===== src/rtl/link_status_pkg.sv =====
// Package with register layout, field positions, codes and timing for the link status block.
package link_status_pkg;

  // Register index 0x052 counts 32-bit words, so the byte address is four times the index.
  localparam logic [11:0] LINK_STATUS_INDEX = 12'h052;
  localparam logic [11:0] LINK_STATUS_ADDR  = 12'(LINK_STATUS_INDEX * 4);
  localparam logic [11:0] LINK_CONTROL_ADDR = 12'h150;

  localparam int SPEED_LSB     = 0;
  localparam int WIDTH_LSB     = 4;
  localparam int TRAINING_ERROR_BIT      = 10;
  localparam int TRAIN_BIT     = 11;
  localparam int CCLK_BIT      = 12;
  localparam int DLLA_BIT      = 13;
  localparam int BWM_BIT       = 14;
  localparam int ABW_BIT       = 15;
  localparam int RETRAIN_BIT   = 5;
  localparam int BWM_IEN_BIT   = 10;
  localparam int ABW_IEN_BIT   = 11;

  localparam logic [3:0] SPEED_GEN1 = 4'h1;
  localparam logic [3:0] SPEED_GEN2 = 4'h2;
  localparam logic [5:0] WIDTH_NONE = 6'h00;

  localparam int RETRAIN_DELAY_NS = 1000000;
  localparam int CLK_PERIOD_NS    = 4;
  localparam int RETRAIN_DELAY_CYC = RETRAIN_DELAY_NS / CLK_PERIOD_NS;

  typedef struct packed {
    logic       in_config_recovery;
    logic       trained;
    logic       dl_active;
    logic       dl_down;
    logic [3:0] speed;
    logic [5:0] width;
    logic       retrain_done;
    logic       auto_reliability;
    logic       auto_other;
    logic       ds_change;
    logic       ds_change_auto;
  } phy_status_t;

  typedef struct packed {
    logic       upstream_port;
    logic [5:0] configured_max_width;
    logic       max_width_supported;
    logic       link_active_capable;
    logic       bandwidth_notify_capable;
  } port_config_t;

endpackage : link_status_pkg


===== src/rtl/link_status_register.sv =====
// Link status register of one switch port with an APB slave for the status and control words.
//
// Summary of operation
// - Current speed in bits 3:0, 1 means 2.5G, 2 means 5G, reset 1.
// - Negotiated width in bits 9:4 with one-hot-like width codes.
// - Unsupported configured maximum width is reported in place of negotiated width.
// - Supported maximum but untrained link reports width zero.
// - Training error bit is read-only and always zero.
// - Training bit set while LTSSM is in Configuration or Recovery.
// - Training bit set at once when software writes retrain one.
// - Upstream port retrain write acts only after one millisecond.
// - Training bit clears when LTSSM leaves Configuration or Recovery.
// - Common clock bit loads upstream or downstream strap after reset.
// - EEPROM loader may overwrite the common clock bit.
// - Data link active bit mirrors data link state, reset zero.
// - Data link active bit held zero without link active capability.
// - Bandwidth flag set on completed software retrain without DL_Down.
// - Bandwidth flag set on autonomous reliability change without DL_Down.
// - Bandwidth flag set on non-autonomous downstream-started change.
// - Autonomous flag set on autonomous change for other reasons.
// - Autonomous flag set on autonomous downstream-started change.
// - Both flags reset zero, sticky, cleared by writing one.
// - Both flags held zero without bandwidth notification capability.
// - Both flags hardwired zero on the upstream port.
// - Bandwidth flag raises interrupt when its enable is set.
// - Autonomous flag raises interrupt when its enable is set.
//
// The implementer's own choice: the APB register port.
`timescale 1ns/1ps
module link_status_register #(
  parameter int RETRAIN_DELAY = link_status_pkg::RETRAIN_DELAY_CYC
) (
  input  wire logic                         sys_clk,
  input  wire logic                         reset,
  input  wire logic                         psel,
  input  wire logic                         penable,
  input  wire logic                         pwrite,
  input  wire logic [11:0]                  paddr,
  input  wire logic [31:0]                  pwdata,
  input  wire logic [3:0]                   pstrb,
  output logic      [31:0]                  prdata,
  output logic                              pready,
  output logic                              pslverr,
  input  wire link_status_pkg::phy_status_t phy,
  input  wire link_status_pkg::port_config_t cfg,
  input  wire logic                         upstream_common_clock_strap,
  input  wire logic                         downstream_common_clock_strap,
  input  wire logic                         eeprom_cclk_load,
  input  wire logic                         eeprom_cclk_value,
  output logic                              retrain_request,
  output logic                              bandwidth_irq
);

  initial begin
    if (RETRAIN_DELAY < 1 || RETRAIN_DELAY > 16777215) $error("RETRAIN_DELAY out of range");
  end

  typedef enum logic [2:0] {
    RT_IDLE = 3'b001,
    RT_WAIT = 3'b010,
    RT_GO   = 3'b100
  } retrain_state_t;

  retrain_state_t retrain_state_reg;
  retrain_state_t retrain_state_next;
  logic [23:0]    delay_reg;
  logic [23:0]    delay_next;
  logic           pending_reg;
  logic           sw_retrain_reg;
  logic           strap_loaded_reg;
  logic           cclk_reg;
  logic           bwm_reg;
  logic           abw_reg;
  logic           bwm_ien_reg;
  logic           abw_ien_reg;
  logic           dl_down_seen_reg;
  logic [3:0]     speed_reg;
  logic [5:0]     width_reg;
  logic           train_reg;
  logic           dlla_reg;
  logic [31:0]    prdata_reg;

  wire access      = psel && penable;
  wire hit_status  = paddr == link_status_pkg::LINK_STATUS_ADDR;
  wire hit_control = paddr == link_status_pkg::LINK_CONTROL_ADDR;
  wire wr_status   = access && pwrite && hit_status && pstrb[1];
  wire wr_control  = access && pwrite && hit_control;
  wire retrain_wr  = wr_control && pstrb[0] && pwdata[link_status_pkg::RETRAIN_BIT];
  wire flags_live  = cfg.bandwidth_notify_capable && !cfg.upstream_port;
  wire clear_bwm   = wr_status && pwdata[link_status_pkg::BWM_BIT];
  wire clear_abw   = wr_status && pwdata[link_status_pkg::ABW_BIT];
  wire set_bwm     = !phy.dl_down && !dl_down_seen_reg &&
                     ((phy.retrain_done && sw_retrain_reg) || phy.auto_reliability)
                     || (phy.ds_change && !phy.ds_change_auto);
  wire set_abw     = phy.auto_other || (phy.ds_change && phy.ds_change_auto);

  assign pready  = 1'b1;
  assign pslverr = access && !hit_status && !hit_control;
  assign prdata  = prdata_reg;

  // The width field follows the configured maximum when the port cannot serve it.
  wire [5:0] width_now = !cfg.max_width_supported ? cfg.configured_max_width :
                         (phy.trained ? phy.width : link_status_pkg::WIDTH_NONE);

  wire [15:0] status_word = {abw_reg, bwm_reg, dlla_reg, cclk_reg, train_reg,
                             1'b0, width_reg, speed_reg};

  always_comb begin
    retrain_state_next = retrain_state_reg;
    delay_next         = delay_reg;
    case (retrain_state_reg)
      RT_IDLE: begin
        if (retrain_wr && cfg.upstream_port) begin
          retrain_state_next = RT_WAIT;
          delay_next         = 24'(RETRAIN_DELAY - 1);
        end else if (retrain_wr) begin
          retrain_state_next = RT_GO;
        end
      end
      RT_WAIT: begin
        if (delay_reg == 24'h000000) begin
          retrain_state_next = RT_GO;
        end else begin
          delay_next = delay_reg - 24'h000001;
        end
      end
      RT_GO:   retrain_state_next = RT_IDLE;
      default: retrain_state_next = RT_IDLE;
    endcase
  end

  assign retrain_request = retrain_state_reg == RT_GO;

  always_ff @(posedge sys_clk) begin
    if (reset) begin
      retrain_state_reg <= RT_IDLE;
      delay_reg         <= 24'h000000;
    end else begin
      retrain_state_reg <= retrain_state_next;
      delay_reg         <= delay_next;
    end
  end

  // Pending covers the gap between the retrain write and the LTSSM entering training.
  always_ff @(posedge sys_clk) begin
    if (reset) begin
      pending_reg    <= 1'b0;
      sw_retrain_reg <= 1'b0;
      train_reg      <= 1'b0;
    end else begin
      if (retrain_wr) begin
        pending_reg <= 1'b1;
      end else if (phy.in_config_recovery) begin
        pending_reg <= 1'b0;
      end
      if (retrain_wr) begin
        sw_retrain_reg <= 1'b1;
      end else if (phy.retrain_done || phy.dl_down) begin
        sw_retrain_reg <= 1'b0;
      end
      train_reg <= phy.in_config_recovery || retrain_wr ||
                   (pending_reg && !phy.in_config_recovery);
    end
  end

  always_ff @(posedge sys_clk) begin
    if (reset) begin
      speed_reg        <= link_status_pkg::SPEED_GEN1;
      width_reg        <= link_status_pkg::WIDTH_NONE;
      dlla_reg         <= 1'b0;
      dl_down_seen_reg <= 1'b0;
    end else begin
      speed_reg        <= phy.speed;
      width_reg        <= width_now;
      dlla_reg         <= phy.dl_active && cfg.link_active_capable;
      dl_down_seen_reg <= phy.dl_down;
    end
  end

  // Straps are caught by the clock after reset release, never inside the reset term.
  always_ff @(posedge sys_clk) begin
    if (reset) begin
      strap_loaded_reg <= 1'b0;
      cclk_reg         <= 1'b0;
    end else if (!strap_loaded_reg) begin
      strap_loaded_reg <= 1'b1;
      cclk_reg         <= cfg.upstream_port ? upstream_common_clock_strap
                                            : downstream_common_clock_strap;
    end else if (eeprom_cclk_load) begin
      cclk_reg <= eeprom_cclk_value;
    end
  end

  // A set arriving with a clear wins so that no event is lost.
  always_ff @(posedge sys_clk) begin
    if (reset) begin
      bwm_reg <= 1'b0;
      abw_reg <= 1'b0;
    end else begin
      bwm_reg <= flags_live && (set_bwm || (bwm_reg && !clear_bwm));
      abw_reg <= flags_live && (set_abw || (abw_reg && !clear_abw));
    end
  end

  always_ff @(posedge sys_clk) begin
    if (reset) begin
      bwm_ien_reg <= 1'b0;
      abw_ien_reg <= 1'b0;
    end else if (wr_control && pstrb[1]) begin
      bwm_ien_reg <= flags_live && pwdata[link_status_pkg::BWM_IEN_BIT];
      abw_ien_reg <= flags_live && pwdata[link_status_pkg::ABW_IEN_BIT];
    end
  end

  assign bandwidth_irq = (bwm_reg && bwm_ien_reg) || (abw_reg && abw_ien_reg);

  always_ff @(posedge sys_clk) begin
    if (reset) begin
      prdata_reg <= 32'h00000000;
    end else if (psel && !penable && !pwrite) begin
      if (hit_status) begin
        prdata_reg <= {16'h0000, status_word};
      end else if (hit_control) begin
        prdata_reg <= {20'h00000, abw_ien_reg, bwm_ien_reg, 10'h000};
      end else begin
        prdata_reg <= 32'h00000000;
      end
    end
  end
endmodule : link_status_register


===== config.mk =====
export PLATFORM = sky130hd
export DESIGN_NAME = link_status_register
export DESIGN_NICKNAME = d
export VERILOG_FILES = /design/src/rtl/link_status_pkg.sv /design/src/rtl/link_status_register.sv
export SDC_FILE = /design/constraint.sdc
export NUM_CORES = 1
export LEC_CHECK = 0
export BUFFER_PORTS_ARGS = -buffer_cell sky130_fd_sc_hd__clkbuf_2
export CORE_ASPECT_RATIO = 1.2
export CORE_MARGIN = 1
export CORE_UTILIZATION = 40
export CTS_CLUSTER_DIAMETER = 100
export DETAILED_ROUTE_END_ITERATION = 8
export PLACE_DENSITY = 0.73
export SYNTH_ARGS = -nofsm -noshare
export SYNTH_HDL_FRONTEND = slang
export SYNTH_SLANG_ARGS = --single-unit

===== constraint.sdc =====
create_clock -name sys_clk -period 1.83 [get_ports sys_clk]
set_input_delay 0.183 -clock sys_clk [delete_from_list [all_inputs] [get_ports sys_clk]]
set_output_delay 0.183 -clock sys_clk [all_outputs]
set_load 0.01 [all_outputs]

==> qor.yml <==
routing:
  vias_per_cell: 5.119
  drtIter0Drc: 116
  routed-wl-met3_microns: 514
  totalWireLength_microns: 7475
  drc: 0
  top_signal_layer_used: "met4"
  postRouteAntennaNets: 0
  wl_per_cell_microns: 13.64
  detailedRoute.firstPassIterationCount: 5
  met2_wirelength_microns: 3806
  total_number_of_vias: 2805
  met1_length_microns: 2960
floorplan:
  floorplan.io_pins: 122
  die_w_microns: 81.10
  die_height_microns: 96.92
  core.rowCount: 34
  start_util: 0.4128
  dieArea_sq_um: 7859
  core-area_sq_um: 7274
min_path:
  worst_hold_path_endpoint: "speed_reg[0]"
  hold_path.class: "in -> reg"
  cell_count_of_the_worst_hold_path: 2
  holdCritStartpoint: "phy[11]"
global_routing:
  grt_pass1_wl_microns: 11580
  grt_pass1_vias: 2711
  antenna_found_initial: 0
  groute.usage.overall: 0.1930
  sum_of_overflow_across_all_layers_after_global_routing: 0
  grt_start_max_net_pins: 22
logic_synthesis:
  proportion_of_synthesized_chip_area_in_sequential_cells: 0.4267
  synth_edf_count: 0
  synth_common_cells: "64 x sky130_fd_sc_hd__dfxtp_1, 38 x sky130_fd_sc_hd__a21oi_1, 24 x sky130_fd_sc_hd__nand3_1"
  synth_most_common_cell: "sky130_fd_sc_hd__dfxtp_1"
  post_synth_instance_area_sq_um: 3003
  postSynthRegisterBits: 64
  ys_async_sr_fraction: 0
  yosys.cell_types.count: 50
  synth_top_cell_by_area: "sky130_fd_sc_hd__dfxtp_1"
  netlist_instances: 331
  mean_post_synth_cell_area_sq_um: 9.072
  synth_largest_type_area_fraction: 0.4267
  synth_top_flop_cell: "sky130_fd_sc_hd__dfxtp_1"
  yosys_warnings: 0
  yosys-top-cells-area: "sky130_fd_sc_hd__dfxtp_1 43%, sky130_fd_sc_hd__a21oi_1 6.3%, sky130_fd_sc_hd__xnor2_1 5.2%"
timing:
  report.final.setup_viol: 26
  timing.final.crit_period_ns: 2.061
  worst_setup_skew_after_layout_ns: 0.01009
  fin_crit_sh: 1.126
  totalNegativeSetupSlack_ns: -4.537
  max_clock_freq_mhz: 485.2
  timing_hold_violations_final: 0
  report.final.slew_viol_count: 0
  unrepaired_setup_endpoints_after_global_routing: "true"
  setup_slack_ns: -0.2309
power:
  design_power_total_mw: 2.966
  irDropWorstVdd_mv: 0.6348
  p_leak_nw: 1.746
  power_dens_cells_nw_per_um2: 718.8
placed_design:
  dpl.hpwl_microns: 5308
  preCtsSetupSlack_ns: -0.2088
  placed_cell_area_sq_um: 3729
  placement.io_buffers: 75
  gp_congestion: 0.8114
layout:
  finalInstanceArea_sq_um: 4126
  area_growth_syn_to_layout_pct: 37.42
  post_route_cells_drive_above_1_share: 0.4017
  number_of_fill_cells_in_the_layout: 617
  largest_register_ff_count: 24
  insertedDiodeCount: 0
  post-route-util: 0.5673
  final_nets: 541
status:
  failed_checks: "negative setup slack"
  run_status: "complete, but fails checks"
setup_path:
  worstSetupPathType: "reg -> reg"
  timing.rr.end: "delay_reg[7]"
  setup_slack_reg_to_reg_ns: -0.23
  timing.reg2reg.worst_path_depth: 8
  cp_max_fo: 5
  critical_path.reg2reg.startpoint: "delay_reg[15]"
  worstSetupStartpointType: "flip-flop"
  cp_data_required_time_ns: 2.07
  timing.critical_path.to_type: "flip-flop"
  arrival_ns: 2.30
clocking:
  clock_sink_count: 64
  clock_pin_slew_of_the_registers_on_the_worst_case_setup_and_hold_paths_ns: 0.08
  cts.hold.buffers_added: 0
  insertion_delay_ns: 0.35
  cts_tree: "built"
  cts_inserted_buffers: 9
  cts_root_buf: "sky130_fd_sc_hd__clkbuf_8"
  cts_max_level: 3
  cts.path.max_buffers: 2
job:
  drv.max_cap_violation_count: 0
per-stage QoR:
| stage | hold slack (ns) | cells |
|---|---|---|
| global route | 0.01251 | 548 |
| floorplan | 0.2868 | 346 |
| CTS | 0.009454 | 545 |
| global placement | 0.3772 | 525 |
| detailed placement | 0.3761 | 525 |
| finish | 0.02071 | 548 |
how the worst max path moves through the flow:
stage	startpoint	end	cells past startpoint
floorplan	delay_reg[16]	delay_reg[21]	5
global placement	delay_reg[15]	delay_reg[19]	6
detailed placement	delay_reg[1]	delay_reg[1]	7
CTS	delay_reg[0]	delay_reg[1]	8
global route	delay_reg[15]	delay_reg[7]	8
finish	delay_reg[15]	delay_reg[7]	8
kinds of logic (layout without fill, tap and decap cells):
group           count (synthesis)  after routing  synth area share
compound gates                 63             63            0.1325
xor+xnor                       18             18           0.05250
fa+ha+maj                       2              2          0.008332
buf+inv                        37            149           0.07334
flops                          64             64            0.4267
mux                             1              1          0.003333
other cells                     2             17          0.002501
simple gates                  144            144            0.3008
critical path, cell delays in order (launching register included):
cell,delay [ns]
sky130_fd_sc_hd__dfxtp_2,0.32
sky130_fd_sc_hd__or4_4,0.54
sky130_fd_sc_hd__buf_6,0.15
sky130_fd_sc_hd__nor4_4,0.31
sky130_fd_sc_hd__buf_4,0.18
sky130_fd_sc_hd__clkbuf_16,0.14
sky130_fd_sc_hd__a211oi_2,0.06
sky130_fd_sc_hd__xnor2_1,0.16
sky130_fd_sc_hd__a21oi_1,0.09
placed cells by master (no fill, tap or decap), drive strengths merged, types with 3 or more instances in the layout:
cell type and count:
conb 17, buf 50, nor2 23, nor3b 8, dfxtp 64, clkbuf 86
or3 5, inv 8, a211oi 10, a2111oi 3, xnor2 18, nor4 7
nand2 23, nor3 12, nand3 24, or2 3, nor4b 3, nor2b 5
nand2b 11, a21oi 38, o21ai 3, and3 5, or4 5
cell type report:
class                      instances  area [sq um]  share of cell area
clock buffer                       9         123.9             0.03002
inverter                           6         22.52            0.005458
tap                               90         112.6             0.02729
timing repair buffer             127         824.5              0.1998
sequential                        64          1286              0.3117
clock inverter                     7         102.6             0.02486
multi-input combinational        245          1654              0.4008
metal layers:
layer,up-vias,global-route usage
li1,1383,-
met1,1302,0.1963
met3,19,0.05189
met4,0,0.09890
met5,-,0
met2,101,0.3478
power breakdown:
part	total (mW)	switching, mW	internal, mW	leakage, nW
logic	0.182	0.0993	0.0824	1.11
clock network	1.36	0.585	0.780	0.110
registers	1.42	0.00754	1.41	0.521
repair_timing:
| action | in CTS | in global routing |
|---|---|---|
| buffers inserted | 2 | 3 |
| hold endpoints to repair | 0 | 0 |
| endpoints found under the setup margin | 26 | 26 |
| pin swaps | 6 | 13 |
| cloned | 2 | 1 |
| gates resized for setup | 11 | 12 |
(Power assumes the default switching activity.)
